### src/urbc_params.svh
// Address map, field layouts and reset values for the receive byte-count block
`ifndef URBC_PARAMS_SVH
`define URBC_PARAMS_SVH

`define URBC_ADDR_EP1_A 32'h4001107C
`define URBC_ADDR_EP2_A 32'h40011080
`define URBC_ADDR_EP3_A 32'h40011084
`define URBC_ADDR_EP4_A 32'h40011084
`define URBC_ADDR_EP5_A 32'h4001108C
`define URBC_ADDR_EP6_A 32'h40011090
`define URBC_ADDR_EP1_B 32'h40011098
`define URBC_ADDR_EP2_B 32'h4001109C
`define URBC_ADDR_EP3_B 32'h400110A0
`define URBC_ADDR_EP4_B 32'h400110A0
`define URBC_ADDR_EP5_B 32'h400110A8
`define URBC_ADDR_EP6_B 32'h400110AC
`define URBC_ADDR_RX_VALID 32'h40011048
`define URBC_ADDR_IN_FLUSH 32'h40011064
`define URBC_ADDR_IRQ_STATUS 32'h400110B0
`define URBC_ADDR_IRQ_CLEAR 32'h400110B4
`define URBC_ADDR_IRQ_ENABLE 32'h400110B8

`define URBC_EP1_CNT_W 4
`define URBC_EP2_CNT_W 4
`define URBC_EP3_CNT_W 7
`define URBC_EP4_CNT_W 6
`define URBC_EP5_CNT_W 7
`define URBC_EP6_CNT_W 10
`define URBC_CNT_MAX_W 10

`define URBC_NUM_EP 7
`define URBC_NUM_SLOT 12
`define URBC_SLOTS_PER_BUF 6
`define URBC_VALID_B_LSB 8
`define URBC_IRQ_OVERRUN_BIT 16
`define URBC_IRQ_W 17
`define URBC_COUNT_RESET 10'h000
`define URBC_WORD_RESET 32'h00000000

`endif

### src/urbc_pkg.sv
// Types shared by the receive byte-count block
`include "urbc_params.svh"

package urbc_pkg;
    typedef logic [`URBC_CNT_MAX_W-1:0] urbc_count_t;
    typedef logic [`URBC_IRQ_W-1:0] urbc_irq_vec_t;
    typedef logic [31:0] urbc_word_t;
    typedef enum logic {URBC_BUF_A, URBC_BUF_B} urbc_buf_t;
endpackage

### src/urbc_if.sv
// Internal carriers between the byte-count top and its slot and interrupt modules
`timescale 1ns/1ns
`default_nettype none

interface urbc_slot_if;
    import urbc_pkg::*;
    logic cap;
    urbc_count_t cap_len;
    logic wr;
    urbc_count_t wr_data;
    logic ack;
    urbc_count_t count;
    logic valid;
    modport ctrl (output cap, cap_len, wr, wr_data, ack, input count, valid);
    modport slot (input cap, cap_len, wr, wr_data, ack, output count, valid);
endinterface

interface urbc_irq_if;
    import urbc_pkg::*;
    urbc_irq_vec_t evt;
    logic clr_wr;
    logic en_wr;
    urbc_word_t wdata;
    urbc_irq_vec_t status;
    urbc_irq_vec_t enable;
    logic irq;
    modport ctrl (output evt, clr_wr, en_wr, wdata, input status, enable, irq);
    modport unit (input evt, clr_wr, en_wr, wdata, output status, enable, irq);
endinterface

`default_nettype wire

### src/urbc_rx_count_regs.sv
// Receive byte-count registers, reception-valid flags and IN buffer flush
`timescale 1ns/1ns
`default_nettype none
`include "urbc_params.svh"

module urbc_rx_count_regs
    import urbc_pkg::*;
(
    input wire logic core_clk_i,
    input wire logic rst_n_i,
    input wire logic [31:0] reg_addr_i,
    input wire logic [31:0] reg_wdata_i,
    input wire logic reg_wr_i,
    input wire logic reg_rd_i,
    output logic [31:0] reg_rdata_o,
    input wire logic rx_done_i,
    input wire logic [2:0] rx_ep_i,
    input wire logic rx_buf_i,
    input wire logic [`URBC_CNT_MAX_W-1:0] rx_len_i,
    output logic [`URBC_NUM_EP-1:0] rx_stall_a_o,
    output logic [`URBC_NUM_EP-1:0] rx_stall_b_o,
    output logic [`URBC_NUM_EP-1:0] in_flush_o,
    output logic irq_o
);

    localparam int NS = `URBC_NUM_SLOT;
    localparam int NE = `URBC_NUM_EP;

    // Slot order: endpoints 1..6 buffer A, then 1..6 buffer B
    localparam int SLOT_W [NS] = '{
        `URBC_EP1_CNT_W, `URBC_EP2_CNT_W, `URBC_EP3_CNT_W,
        `URBC_EP4_CNT_W, `URBC_EP5_CNT_W, `URBC_EP6_CNT_W,
        `URBC_EP1_CNT_W, `URBC_EP2_CNT_W, `URBC_EP3_CNT_W,
        `URBC_EP4_CNT_W, `URBC_EP5_CNT_W, `URBC_EP6_CNT_W
    };

    // Earlier entries win where two registers share an address
    localparam logic [31:0] SLOT_ADDR [NS] = '{
        `URBC_ADDR_EP1_A, `URBC_ADDR_EP2_A, `URBC_ADDR_EP3_A,
        `URBC_ADDR_EP4_A, `URBC_ADDR_EP5_A, `URBC_ADDR_EP6_A,
        `URBC_ADDR_EP1_B, `URBC_ADDR_EP2_B, `URBC_ADDR_EP3_B,
        `URBC_ADDR_EP4_B, `URBC_ADDR_EP5_B, `URBC_ADDR_EP6_B
    };

    logic [NS-1:0] slot_valid;
    urbc_count_t slot_count [NS];
    logic [NS-1:0] rx_sel;
    logic [NS-1:0] rx_take;
    logic rx_drop;
    logic [NS-1:0] addr_hit;
    logic any_hit;
    urbc_word_t valid_word;
    urbc_irq_vec_t evt_vec;
    urbc_word_t rd_mux;
    logic wr_valid;
    logic wr_flush;

    urbc_slot_if slot_bus [NS] ();
    urbc_irq_if irq_bus ();

    function automatic int slot_ep(input int s);
        return (s % `URBC_SLOTS_PER_BUF) + 1;
    endfunction

    function automatic int slot_buf(input int s);
        return s / `URBC_SLOTS_PER_BUF;
    endfunction

    function automatic int valid_pos(input int s);
        return slot_buf(s) * `URBC_VALID_B_LSB + slot_ep(s);
    endfunction

    // Target slot of an incoming OUT reception
    always_comb
    begin
        rx_sel = '0;
        for (int s = 0; s < NS; s++)
        begin
            if (rx_done_i && rx_ep_i == 3'(slot_ep(s)) && rx_buf_i == 1'(slot_buf(s)))
                rx_sel[s] = 1'b1;
        end
    end

    // A buffer still awaiting acknowledge takes nothing new
    assign rx_take = rx_sel & ~slot_valid;
    assign rx_drop = |(rx_sel & slot_valid);

    // Register address decode, first match wins
    always_comb
    begin
        addr_hit = '0;
        any_hit = 1'b0;
        for (int s = 0; s < NS; s++)
        begin
            if (!any_hit && reg_addr_i == SLOT_ADDR[s])
            begin
                addr_hit[s] = 1'b1;
                any_hit = 1'b1;
            end
        end
    end

    assign wr_valid = reg_wr_i && reg_addr_i == `URBC_ADDR_RX_VALID;
    assign wr_flush = reg_wr_i && reg_addr_i == `URBC_ADDR_IN_FLUSH;

    generate
        for (genvar g = 0; g < NS; g++)
        begin : g_slot
            assign slot_bus[g].cap = rx_take[g];
            assign slot_bus[g].cap_len = rx_len_i;
            assign slot_bus[g].wr = reg_wr_i & addr_hit[g];
            assign slot_bus[g].wr_data = reg_wdata_i[`URBC_CNT_MAX_W-1:0];
            assign slot_bus[g].ack = wr_valid & reg_wdata_i[valid_pos(g)];
            assign slot_valid[g] = slot_bus[g].valid;
            assign slot_count[g] = slot_bus[g].count;

            urbc_count_slot #(
                .W(SLOT_W[g])
            ) u_slot (
                .core_clk_i(core_clk_i),
                .rst_n_i(rst_n_i),
                .bus(slot_bus[g].slot)
            );
        end
    endgenerate

    // Valid flags in their word layout; endpoint 0 lives elsewhere
    always_comb
    begin
        valid_word = '0;
        for (int s = 0; s < NS; s++)
            valid_word[valid_pos(s)] = slot_valid[s];
    end

    assign rx_stall_a_o = valid_word[NE-1:0];
    assign rx_stall_b_o = valid_word[`URBC_VALID_B_LSB+NE-1:`URBC_VALID_B_LSB];

    // Flush pulses last one cycle and never read back
    always_ff @(posedge core_clk_i)
    begin
        if (!rst_n_i)
            in_flush_o <= '0;
        else if (wr_flush)
            in_flush_o <= reg_wdata_i[NE-1:0];
        else
            in_flush_o <= '0;
    end

    // Interrupt events: each capture, plus a reception arriving while stalled
    always_comb
    begin
        evt_vec = '0;
        for (int s = 0; s < NS; s++)
            evt_vec[valid_pos(s)] = rx_take[s];
        evt_vec[`URBC_IRQ_OVERRUN_BIT] = rx_drop;
    end

    assign irq_bus.evt = evt_vec;
    assign irq_bus.clr_wr = reg_wr_i && reg_addr_i == `URBC_ADDR_IRQ_CLEAR;
    assign irq_bus.en_wr = reg_wr_i && reg_addr_i == `URBC_ADDR_IRQ_ENABLE;
    assign irq_bus.wdata = reg_wdata_i;

    urbc_irq u_irq (
        .core_clk_i(core_clk_i),
        .rst_n_i(rst_n_i),
        .bus(irq_bus.unit)
    );

    assign irq_o = irq_bus.irq;

    // Read data selection; write-only and unmapped words read zero
    always_comb
    begin
        rd_mux = `URBC_WORD_RESET;
        if (any_hit)
        begin
            for (int s = 0; s < NS; s++)
            begin
                if (addr_hit[s])
                    rd_mux = {{(32-`URBC_CNT_MAX_W){1'b0}}, slot_count[s]};
            end
        end
        else if (reg_addr_i == `URBC_ADDR_RX_VALID)
            rd_mux = valid_word;
        else if (reg_addr_i == `URBC_ADDR_IRQ_STATUS)
            rd_mux = {{(32-`URBC_IRQ_W){1'b0}}, irq_bus.status};
        else if (reg_addr_i == `URBC_ADDR_IRQ_ENABLE)
            rd_mux = {{(32-`URBC_IRQ_W){1'b0}}, irq_bus.enable};
        else
            rd_mux = `URBC_WORD_RESET;
    end

    // Read data stand only in the cycle after the strobe
    always_ff @(posedge core_clk_i)
    begin
        if (!rst_n_i)
            reg_rdata_o <= `URBC_WORD_RESET;
        else if (reg_rd_i)
            reg_rdata_o <= rd_mux;
        else
            reg_rdata_o <= `URBC_WORD_RESET;
    end

endmodule

`default_nettype wire

### src/urbc_count_slot.sv
// One endpoint buffer: received byte count and its reception-valid flag
`timescale 1ns/1ns
`default_nettype none
`include "urbc_params.svh"

module urbc_count_slot
    import urbc_pkg::*;
#(
    parameter int W = 4
)
(
    input wire logic core_clk_i,
    input wire logic rst_n_i,
    urbc_slot_if.slot bus
);

    logic [W-1:0] count;
    logic valid;

    // Only the low W bits exist; upper bits stay zero
    always_ff @(posedge core_clk_i)
    begin
        if (!rst_n_i)
            count <= W'(`URBC_COUNT_RESET);
        else if (bus.cap)
            count <= bus.cap_len[W-1:0];
        else if (bus.wr)
            count <= bus.wr_data[W-1:0];
    end

    // Capture wins over a same-cycle acknowledge
    always_ff @(posedge core_clk_i)
    begin
        if (!rst_n_i)
            valid <= 1'b0;
        else if (bus.cap)
            valid <= 1'b1;
        else if (bus.ack)
            valid <= 1'b0;
    end

    generate
        if (W < `URBC_CNT_MAX_W)
        begin : g_pad
            assign bus.count = {{(`URBC_CNT_MAX_W-W){1'b0}}, count};
        end
        else
        begin : g_full
            assign bus.count = count;
        end
    endgenerate
    assign bus.valid = valid;

endmodule

`default_nettype wire

### src/urbc_irq.sv
// Sticky event status, enable mask and level interrupt
`timescale 1ns/1ns
`default_nettype none
`include "urbc_params.svh"

module urbc_irq
    import urbc_pkg::*;
(
    input wire logic core_clk_i,
    input wire logic rst_n_i,
    urbc_irq_if.unit bus
);

    urbc_irq_vec_t status;
    urbc_irq_vec_t enable;
    urbc_irq_vec_t clr_mask;

    assign clr_mask = bus.clr_wr ? bus.wdata[`URBC_IRQ_W-1:0] : '0;

    // New events win over a same-cycle clear
    always_ff @(posedge core_clk_i)
    begin
        if (!rst_n_i)
            status <= '0;
        else
            status <= (status & ~clr_mask) | bus.evt;
    end

    always_ff @(posedge core_clk_i)
    begin
        if (!rst_n_i)
            enable <= '0;
        else if (bus.en_wr)
            enable <= bus.wdata[`URBC_IRQ_W-1:0];
    end

    assign bus.status = status;
    assign bus.enable = enable;
    assign bus.irq = |(status & enable);

endmodule

`default_nettype wire

### config.mk
export PLATFORM = sky130hd
export DESIGN_NAME = urbc_rx_count_regs
export DESIGN_NICKNAME = d
export VERILOG_FILES = /design/src/urbc_pkg.sv /design/src/urbc_if.sv /design/src/urbc_rx_count_regs.sv /design/src/urbc_count_slot.sv /design/src/urbc_irq.sv
export VERILOG_INCLUDE_DIRS = /design/src
export SDC_FILE = /design/constraint.sdc
export NUM_CORES = 1
export LEC_CHECK = 0
export ABC_AREA = 1
export BUFFER_PORTS_ARGS = -buffer_cell sky130_fd_sc_hd__buf_2
export CORE_MARGIN = 3
export CORE_UTILIZATION = 57
export CTS_BUF_LIST = sky130_fd_sc_hd__clkbuf_4 sky130_fd_sc_hd__clkbuf_8
export DETAILED_ROUTE_END_ITERATION = 12
export PLACE_DENSITY = 0.82
export SLEW_MARGIN = 20
export SYNTH_ARGS = -nofsm -noshare
export SYNTH_HDL_FRONTEND = slang
export SYNTH_SLANG_ARGS = --single-unit
### constraint.sdc
create_clock -name core_clk_i -period 2 [get_ports core_clk_i]
set_input_delay 0.2 -clock core_clk_i [delete_from_list [all_inputs] [get_ports core_clk_i]]
set_output_delay 0.2 -clock core_clk_i [all_outputs]
set_load 0.02 [all_outputs]
# == Word level (Yosys, flattened, before mapping) ==
# Cells that the tools add are included.
# word_totals
output_inout_bits,54
input_bits,83
ff_bits,161
wordCells,253
# op_classes
bitwise,32
n_reduce_logical,72
n_eq_ne,21
mux,100
# ops
cell,count
$eq 32x31->1 const B,15
$mux 32,12
$mux 17,4
$mux 1,59
$mux 7,8
$reduce_bool 2->1,24
$mux 10,4
$mux 4,9
$and 17x17->17,2
$logic_and 1x1->1,33
$and 1x1->1,24
$and 12x12->12,2
$mux 6,4
$not 17->17,1
$or 17x17->17,1
$reduce_or 17->1,1
$not 12->12,1
$reduce_or 12->1,1
$logic_not 1->1,11
$eq 3x3->1 const B,3
$eq 3x2->1 const B,2
$reduce_and 2->1,2
$eq 3x1->1 const B,1
$not 1->1,1

# == Logic depth before layout (Yosys ltp) ==
# Gate-level depths: netlist (run 1).
# depth
ltp_word,38
mapped_depth,17
ltp_nobuf,16

# == Cells and area by module ==
# From an unflattened synthesis (run 1), not the netlist that was laid out.
# unflattened
cells_unflattened,1509
area_unflattened_um2,9325.2
# by_module_without_submodules
mod,area_per_inst_um2,cells_each,instances
urbc_rx_count_regs,3458.3,653,1
urbc_count_slot at g_slot[10].u_slot ...,424.2,62,4
urbc_irq,1290.0,176,1
urbc_count_slot at g_slot[0].u_slot ...,271.5,41,4
urbc_count_slot at g_slot[11].u_slot ...,531.8,80,2
urbc_count_slot at g_slot[3].u_slot ...,365.4,54,2

# == Worst setup path after synthesis (run 1) ==
# OpenSTA, ideal clock, no wires.
# synth_timing
path_kind,in2reg
from,input reg_addr_i[11]
to,register g_slot[11].u_slot.count[7]
slack_ps,371
arrival_ps,1510
cell_stages,10
setup_ps,119
required_time_ps,1881
path_cell_list,nor2_1 > nand4_2 > nor2_8 > nand2_4 > nor2_8 > inv_4 > o21ai_4 > inv_1 > o21ai_0 > a21oi_1
# synth_between
elab_chain_cells,37
# synth_rtl
element,line,rtl
start: declaration,urbc_rx_count_regs.sv:11,"input wire logic [31:0] reg_addr_i,"
$eq 32x31->1,urbc_rx_count_regs.sv:95,if (!any_hit && reg_addr_i == SLOT_ADDR[s])
$mux 1,urbc_rx_count_regs.sv:95,
$logic_not 1->1,urbc_rx_count_regs.sv:95,
$logic_and 1x1->1,urbc_rx_count_regs.sv:95,
$mux 1,urbc_rx_count_regs.sv:95,
$logic_not 1->1,urbc_rx_count_regs.sv:95,
$logic_and 1x1->1,urbc_rx_count_regs.sv:95,
$mux 1,urbc_rx_count_regs.sv:95,
(+21 left out),-,
$logic_not 1->1,urbc_rx_count_regs.sv:95,
$logic_and 1x1->1,urbc_rx_count_regs.sv:95,
$mux 1,urbc_rx_count_regs.sv:95,
$logic_not 1->1,urbc_rx_count_regs.sv:95,
$logic_and 1x1->1 (*),urbc_rx_count_regs.sv:95,
$mux 1 (*),urbc_rx_count_regs.sv:95,
$and 1x1->1 (*),urbc_rx_count_regs.sv:111,assign slot_bus[g].wr = reg_wr_i & addr_hit[g];
$reduce_bool 2->1 (no line) (*),-,
end signal: assignment,urbc_count_slot.sv:24,count <= W'(`URBC_COUNT_RESET);
end signal: assignment,urbc_count_slot.sv:26,count <= bus.cap_len[W-1:0];
end signal: assignment,urbc_count_slot.sv:28,count <= bus.wr_data[W-1:0];
end: declaration,urbc_count_slot.sv:17,logic [W-1:0] count;
# Every way passes the cells marked *; elsewhere a longest branch is shown, timed or not.
# A chain may end at the register's enable or synchronous reset.

# == Final worst setup path (run 1) ==
# layout_timing
from,"register u_irq.status[3], in the netlist u_irq.bus.status[3]"
to,output irq_o
# layout_between
elab_chain_cells,2
# layout_rtl
element,line,rtl
start: declaration,urbc_irq.sv:14,urbc_irq_vec_t status;
start signal: assignment,urbc_irq.sv:26,status <= (status & ~clr_mask) | bus.evt;
$and 17x17->17,urbc_irq.sv:39,assign bus.irq = |(status & enable);
$reduce_or 17->1,urbc_irq.sv:39,
end: declaration,urbc_rx_count_regs.sv:23,output logic irq_o
# No other way between the ends.

==> flow_metrics.env, run 1 <==
export IMPL_status="finished, final reports clean"
export IMPL_ant_nets=0
export IMPL_hpwl_mm=16.4
export IMPL_dieWidth_um=117
export IMPL_cts_resized=0
export IMPL_r2r_start="g_slot[0].u_slot.bus.valid"
export IMPL_synth_seq_cells=134
export IMPL_grt_first_pass_wirelength_mm=35.8
export IMPL_synth_area_leaders="dfxtp_1 (38%), nand2_1 (12%), o21ai_0 (8.9%)"
export IMPL_post_synth_top_area_cell="dfxtp_1"
export IMPL_dpl_worst_slack_ns=-0.0479
export IMPL_final_cell_mix="nand2_1 (232), dfxtp_1 (134), o21ai_0 (126)"
export IMPL_synth_top_area_share_pct=38.0
export IMPL_r2r_end="g_slot[0].u_slot.count[2]"
export IMPL_drive_gt1_share_pct=22.8
export IMPL_coreArea_um2=12100
export IMPL_period_share_pct=88.9
export IMPL_min_to="g_slot[5].u_slot.bus.count[9]"
export IMPL_first_iter_violations=1040
export IMPL_die_h_um=117
export IMPL_first_global_vias=7067
export IMPL_initial_core_util_pct=58.6
export IMPL_finalHoldViolCount=0
export IMPL_antenna_diode_count=0
export IMPL_wl_per_cell_um=16.8
export IMPL_fin_crit_ns=1.78
export IMPL_area_growth_pct=19.5
export IMPL_numCtsBuffers=17
export IMPL_boundaryPins=137
export IMPL_ys_seq_area_share_pct=38.0
export IMPL_fin_setup_tns_ns=0
export IMPL_grtUsageTotal_pct=32.4
export IMPL_cp_data_arrival_time_ns=1.58
export IMPL_cts_setup_buffers=0
export IMPL_rsz0062_at_grt="false"
export IMPL_r2r_setup_slack_ns=0.33
export IMPL_timing_fmax_mhz=562
export IMPL_root_buffer="clkbuf_8"
export IMPL_critPathMaxFanout=3
export IMPL_gp_congestion=0.980
export IMPL_drc=0
export IMPL_min_path_cells=3
export IMPL_synth_area_per_cell_um2=6.89
export IMPL_cts_tree="done"
export IMPL_slew_headroom_pct=60.9
export IMPL_yosysUniqueCellTypes=44
export IMPL_io_buffers=104
export IMPL_die_area_um2=13800
export IMPL_worst_pin_slew_ns=0.587
export IMPL_dpl_cell_area_um2=7970
export IMPL_vias=7682
export IMPL_vias_per_cell=5.70
export IMPL_grt_ovfl_total=0
export IMPL_powerDensity_nw_per_um2=641
export IMPL_dr_pass1_iters=5
export IMPL_htreeDepth=4
export IMPL_endpoint_kind="output port"
export IMPL_path_clk_slew_ns=0.08
export IMPL_slew_violations=0
export IMPL_grt_max_degree=62
export IMPL_hp_start="rx_len_i[9]"
export IMPL_fin_ws_ns=0.221
export IMPL_worst_hold_path_type="input pin to flop"
export IMPL_r2r_cells=5
export IMPL_setup_viol=0
export IMPL_final_common_cell="nand2_1"
export IMPL_fin_nets=1250
export IMPL_postLayoutCoreUtil_pct=70.0
export IMPL_synth_area_um2=7060
export IMPL_antenna_found_initial=0
export IMPL_crit_required_ns=1.80
export IMPL_cts_sink_count=134
export IMPL_clk_latency_ns=0.48
export IMPL_synth_cells=1025
export IMPL_path_class="flop to output port"
export IMPL_drv_cap=0
export IMPL_stdcell_area_um2=8440
export IMPL_yosysWarnings=0
export IMPL_clockBufferDepth=2
export IMPL_finalClockSkew_ns=0.0173
export IMPL_row_count=40
export IMPL_power_leakage_uw=0.00390
export IMPL_max_vdd_ir_drop_v=0.000447
export IMPL_hold_buffers=9
export IMPL_totalWireLength_mm=22.7
export IMPL_startpoint_type="flop"
-- synth_stat cells, drive strengths merged --
master   number
nor4          6
nor3         12
conb          1
nand2       236
nand3        51
o22ai         4
nand4         7
clkbuf       24
o211ai        8
o2111ai       2
clkinv        4
inv         113
a21oi        65
o21a          1
o21ai       140
or2           2
a31oi        49
nor2         94
o221ai        5
o311ai        3
dfxtp       134
nand3b        5
a211oi        8
buf          49
mux2          2
-- sequential cells by signal, summed over array words and instances (netlist names) --
name / cells
g_slot.u_slot.bus.valid: 12
u_irq.bus.status: 17
reg_rdata_o: 17
g_slot.u_slot.bus.count: 20
in_flush_o: 7
u_irq.bus.enable: 17
g_slot.u_slot.count: 44
-- metal layers --
metal	vias to the layer above	GRT usage (%)	share of wire (%)
met1	3435	42.7	39
met3	77	7.04	12
li1	3663	-	-
met2	507	50.9	44
met5	-	0	0
met4	0	14.9	4.3
-- worst max-delay path by stage --
stage / start / to / slack (ns) / cells after the start
floorplan: reg_addr_i[11] / g_slot[11].u_slot.bus.count[7] / 0.37 / 10
global placement: reg_addr_i[27] / reg_rdata_o[10] / 0.02 / 11
detailed placement: reg_addr_i[27] / reg_rdata_o[13] / -0.05 / 11
CTS: u_irq.bus.status[2] / irq_o / 0.26 / 5
global route: u_irq.bus.status[2] / irq_o / 0.15 / 5
finish: u_irq.bus.status[3] / irq_o / 0.22 / 5
-- cells by family after synthesis --
family	Yosys count	share of synthesized area [%]
and+or+nand+nor	413	26.5
AOI/OAI and AO/OA	285	22.9
buffers and inverters	190	12.2
DFF	134	38.0
muxes	2	0.319
other	1	0.0531
-- worst max-delay path, cell delays in order, from the launching register on --
cell     delay (ns)
dfxtp_1        0.35
nand2_1        0.07
o21ai_0        0.14
nor3_1         0.27
nand3_1        0.12
buf_2          0.17
-- stage by stage --
step | total power, uW | hold WS (ns) | instances
after floorplan | 3080 | 0.291 | 1041
after global placement | 3240 | 0.392 | 1307
after detailed placement | 3240 | 0.398 | 1307
after CTS | 5390 | 0.00128 | 1348
after global routing | 5550 | 0.0275 | 1348
final | 5410 | 0.0177 | 1348
-- power breakdown --
group	switching [uW]	internal, uW	leakage [uW]	total [uW]
sequential	26.7	2700	0.00108	2730
combinational	330	154	0.00264	484
clock	1120	1070	0.000185	2190
total	1480	3930	0.00390	5410
-- final cells by class --
type,instances,area [um2]
repair buffers,180,1150
inverters,117,442
clock buffers,21,277
clock inverters,11,101
flip-flops and latches,134,2680
multi-input cells,717,3580
fillers,1021,3620
well taps,168,210
(Power assumes the default switching activity.)
==> run 2, diff against run 1 <==
- BUFFER_PORTS_ARGS: -buffer_cell sky130_fd_sc_hd__buf_2 -> -buffer_cell sky130_fd_sc_hd__buf_4
==> run 2 against run 1 <==
  * Final area grew 2.9%
  * Global-route usage is 0.16 points lower
  * Register-to-register slack better by 0.09 ns
  * Clock-buffer cell count decreased by 2
==> flow_metrics.env, run 2 (synthesis gave the netlist of run 1 again) <==
export IMPL_status="finished, final reports clean"
export IMPL_final_cell_mix="nand2_1 (232), buf_4 (167), dfxtp_1 (134)"
export IMPL_fin_setup_tns_ns=0
export IMPL_largest_register="g_slot.u_slot.count"
export IMPL_drv_cap=0
export IMPL_max_vdd_ir_drop_v=0.000541
export IMPL_grt_max_degree=59
export IMPL_path_clk_slew_ns=0.08
export IMPL_drc=0
export IMPL_ant_nets=0
export IMPL_drive_gt1_share_pct=22.8
export IMPL_path_class="flop to output port"
export IMPL_fin_nets=1242
export IMPL_period_share_pct=89.0
export IMPL_totalWireLength_mm=22.4
export IMPL_antenna_diode_count=0
export IMPL_gp_congestion=0.984
export IMPL_clk_latency_ns=0.46
export IMPL_power_leakage_uw=0.00396
export IMPL_coreArea_um2=12100
export IMPL_fin_crit_ns=1.78
export IMPL_dieWidth_um=117
export IMPL_report_power_total_uw=5790
export IMPL_fin_cells=1340
export IMPL_final_common_cell="nand2_1"
export IMPL_area_growth_pct=22.9
export IMPL_stdcell_area_um2=8680
export IMPL_dp_cells=1305
export IMPL_wl_per_cell_um=16.7
export IMPL_root_buffer="clkbuf_8"
export IMPL_worst_pin_slew_ns=0.541
export IMPL_slew_headroom_pct=64.0
export IMPL_biggestRegsByFlops="g_slot.u_slot.count x44, g_slot.u_slot.bus.count x20"
export IMPL_postLayoutCoreUtil_pct=72.0
export IMPL_boundaryPins=137
export IMPL_finalClockSkew_ns=0.0144
export IMPL_slew_violations=0
export IMPL_r2r_setup_slack_ns=0.42
export IMPL_clockBufferDepth=2
export IMPL_numCtsBuffers=17
export IMPL_dpl_cell_area_um2=8200
export IMPL_dr_pass1_iters=7
export IMPL_largest_reg_flops=44
export IMPL_grtUsageTotal_pct=32.2
export IMPL_vias=7630
export IMPL_first_global_vias=6957
export IMPL_endpoint_kind="output port"
export IMPL_die_area_um2=13800
export IMPL_startpoint_type="flop"
export IMPL_vias_per_cell=5.69
export IMPL_die_h_um=117
export IMPL_hpwl_mm=16.0
export IMPL_initial_core_util_pct=58.6
export IMPL_setup_viol=0
export IMPL_grt_first_pass_wirelength_mm=35.6
export IMPL_grt_ovfl_total=0
export IMPL_htreeDepth=4
export IMPL_row_count=40
export IMPL_first_iter_violations=1147
export IMPL_critPathMaxFanout=2
export IMPL_powerDensity_nw_per_um2=666
export IMPL_finalHoldViolCount=0
export IMPL_io_buffers=104
export IMPL_antenna_found_initial=0
export IMPL_cts_sink_count=134
export IMPL_timing_fmax_mhz=562
export IMPL_rsz0062_at_grt="false"
export IMPL_cts_tree="done"
export IMPL_crit_required_ns=1.80
export IMPL_worst_hold_path_type="input pin to flop"
export IMPL_cp_data_arrival_time_ns=1.58
## run 2: cell count changes in the layout (fill, tap and decap cells not counted), moves of 2 or more
cell and change:
buf_2 -104, buf_4 +103, dlygate4sd3_1 -6, bufinv_16 +3, clkinvlp_4 -3, clkinv_2 -2
clkinv_4 +2, inv_6 +2
## run 2: routing by layer
metal	wire [um]	share of wire, %	GRT usage, %
met5	0	0	0
met4	978	4.4	13.2
met3	2500	11	8.87
met2	10200	46	51.1
met1	8720	39	41.6
## run 2: through the flow
stage	hold WS [ns]	setup slack (ns)
floorplan	0.291	0.371
global placement	0.387	0.00227
finish	0.0129	0.219
detailed placement	0.392	-0.0203
CTS	0.00476	0.229
global route	0.0108	0.131
## run 2: critical path, stage by stage (launching register included)
cell     delay, ns
dfxtp_1       0.35
inv_1         0.07
o21ai_0       0.33
nor3_1        0.12
nand3_1       0.12
buf_4         0.15
## run 2: layout make-up
class	count	area, um2
multi-input cells	717	3580
fillers	953	3380
flip-flops and latches	134	2680
repair buffers	172	1320
inverters	117	442
clock buffers	19	255
well taps	168	210
clock inverters	13	194
## run 2: worst paths after layout
check,from,endpoint,cells past startpoint
min reg2reg,u_irq.bus.status[15],u_irq.bus.status[15],2
max,u_irq.bus.status[2],irq_o,5
min,reg_wdata_i[14],u_irq.bus.enable[14],3
max reg2reg,g_slot[5].u_slot.bus.valid,g_slot[5].u_slot.bus.count[3],5
## run 2: timing repair
item	CTS	global route
resized for setup	0	1
endpoints found under the hold margin	3	0
setup buffers	0	0
setup endpoints to repair	0	1
hold buffers	3	0
## run 2: power by group
part           leakage (uW)  switching, uW  total [uW]  internal (uW)
clock network      0.000225           1130        2550           1420
logic               0.00266            325         510            185
registers           0.00108           25.1        2730           2700
total               0.00396           1480        5790           4310
==> run 3, diff against run 2 <==
- RECOVER_POWER: unset -> 100
==> run 3 against run 2 <==
  * Critical path depth did not move
  * Hold slack got worse by 0.0037 ns
  * Clock skew shrank 0.0015 ns
  * Sequential power barely moved
  * Sequential cell count is the same
  * Via count shrank 0.30%
  * Final area decreased by 2.6%
  * Critical path type unchanged
  * Largest power group unchanged
==> flow_metrics.env, run 3 (synthesis gave the netlist of run 1 again) <==
export IMPL_boundaryPins=137
export IMPL_power_leakage_uw=0.00377
export IMPL_area_growth_pct=19.8
export IMPL_grtUsageTotal_pct=32.2
export IMPL_powerDensity_nw_per_um2=683
export IMPL_final_cell_mix="nand2_1 (233), dfxtp_1 (134), o21ai_0 (131)"
export IMPL_slew_violations=0
export IMPL_antenna_diode_count=0
export IMPL_die_h_um=117
export IMPL_period_share_pct=95.1
export IMPL_cts_sink_count=134
export IMPL_crit_required_ns=1.80
export IMPL_grt_first_pass_wirelength_mm=35.6
export IMPL_htreeDepth=4
export IMPL_slew_headroom_pct=64.0
export IMPL_drv_cap=0
export IMPL_largest_reg_flops=44
export IMPL_critPathMaxFanout=2
export IMPL_r2r_end="g_slot[5].u_slot.bus.count[3]"
export IMPL_grt_ovfl_total=0
export IMPL_fin_setup_tns_ns=0
export IMPL_cts_tree="done"
export IMPL_dr_pass1_iters=6
export IMPL_biggestRegsByFlops="g_slot.u_slot.count x44, g_slot.u_slot.bus.count x20"
export IMPL_cp_data_arrival_time_ns=1.70
export IMPL_max_vdd_ir_drop_v=0.000540
export IMPL_drive_gt1_share_pct=17.6
export IMPL_root_buffer="clkbuf_8"
export IMPL_cts_setup_buffers=0
export IMPL_drc=0
export IMPL_top_usage_layer="met2"
export IMPL_stdcell_area_um2=8460
export IMPL_initial_core_util_pct=58.6
export IMPL_min_to="u_irq.bus.enable[14]"
export IMPL_r2r_start="g_slot[5].u_slot.bus.valid"
export IMPL_io_buffers=104
export IMPL_grt_max_degree=59
export IMPL_r2r_setup_slack_ns=0.38
export IMPL_path_class="flop to output port"
export IMPL_status="finished, final reports clean"
export IMPL_largest_register="g_slot.u_slot.count"
export IMPL_gr_usage_met1_pct=41.6
export IMPL_hpwl_mm=16.0
export IMPL_antenna_found_initial=0
export IMPL_worst_hold_path_type="input pin to flop"
export IMPL_worst_pin_slew_ns=0.541
export IMPL_clk_latency_ns=0.46
export IMPL_gp_congestion=0.984
export IMPL_wl_per_cell_um=16.8
export IMPL_first_iter_violations=1104
export IMPL_timing_fmax_mhz=526
export IMPL_numCtsBuffers=17
export IMPL_finalHoldViolCount=0
export IMPL_grt_use_met2_pct=51.1
export IMPL_fin_crit_ns=1.90
export IMPL_path_clk_slew_ns=0.08
export IMPL_vias=7607
export IMPL_dieWidth_um=117
export IMPL_finalClockSkew_ns=0.0129
export IMPL_rsz0062_at_grt="false"
export IMPL_dpl_cell_area_um2=8200
export IMPL_startpoint_type="flop"
export IMPL_n_fill_cell=1006
export IMPL_coreArea_um2=12100
export IMPL_fin_nets=1242
export IMPL_row_count=40
export IMPL_setup_viol=0
export IMPL_first_global_vias=6957
export IMPL_ant_nets=0
export IMPL_min_path_cells=3
export IMPL_grtUsageMet3_pct=8.87
export IMPL_r2r_cells=5
export IMPL_die_area_um2=13800
export IMPL_hp_start="reg_wdata_i[14]"
export IMPL_vias_per_cell=5.68
export IMPL_clockBufferDepth=2
export IMPL_endpoint_kind="output port"
export IMPL_totalWireLength_mm=22.5
export IMPL_final_common_cell="nand2_1"
## run 3: cell types whose count changed in the layout (fill, tap and decap cells not counted), sizes merged
cell    before  now
clkbuf      19   69
buf        169  119
## run 3: layout make-up
class	instances	area [um2]	share of cell area, %
inverters	117	439	5.19
repair buffers	172	1150	13.6
flip-flops and latches	134	2680	31.7
well taps	168	210	2.48
clock buffers	19	255	3.02
multi-input cells	717	3530	41.7
clock inverters	13	194	2.29
## run 3: power breakdown
part	switching, uW	internal [uW]	total [uW]
Sequential	25.1	2700	2730
Clock	1130	1420	2550
Combinational	322	180	502
## run 3: worst max path at each step
stage / start / to / cells past startpoint
detailed placement: reg_addr_i[27] / g_slot[11].u_slot.bus.count[2] / 14
finish: u_irq.bus.status[2] / irq_o / 5
global placement: reg_addr_i[27] / reg_rdata_o[3] / 15
floorplan: reg_addr_i[11] / g_slot[11].u_slot.bus.count[7] / 10
global route: reg_addr_i[29] / g_slot[8].u_slot.count[1] / 13
CTS: reg_addr_i[27] / reg_rdata_o[13] / 11
## run 3: what timing repair did
item,in CTS,in global routing
resized for setup,0,1
hold buffers,3,0
endpoints found under the setup margin,0,1
hold endpoints to repair,3,0
## run 3: metrics by stage
step	setup slack (ns)	instances	hold slack [ns]	util, %	total power, uW
floorplan	0.371	1041	0.291	-	3080
global placement	0.00227	1305	0.387	68.0	3270
detailed placement	-0.0203	1305	0.392	68.0	3280
CTS	0.229	1340	0.00476	72.0	5770
global route	0.0725	1340	0.0108	70.1	5940
finish	0.0979	1340	0.00923	70.1	5780
## run 3: worst max-delay path: stages (launching register included)
cell and delay, ns:
dfxtp_1 0.35, inv_1 0.07, o21ai_0 0.35, nor3_1 0.12
nand3_1 0.12, clkbuf_1 0.24
## run 3: routing by layer
layer  wire length [um]  vias up
met5                  0        -
met4               1050        0
met3               2530       84
met2              10200      460
met1               8800     3410
li1                   -     3653
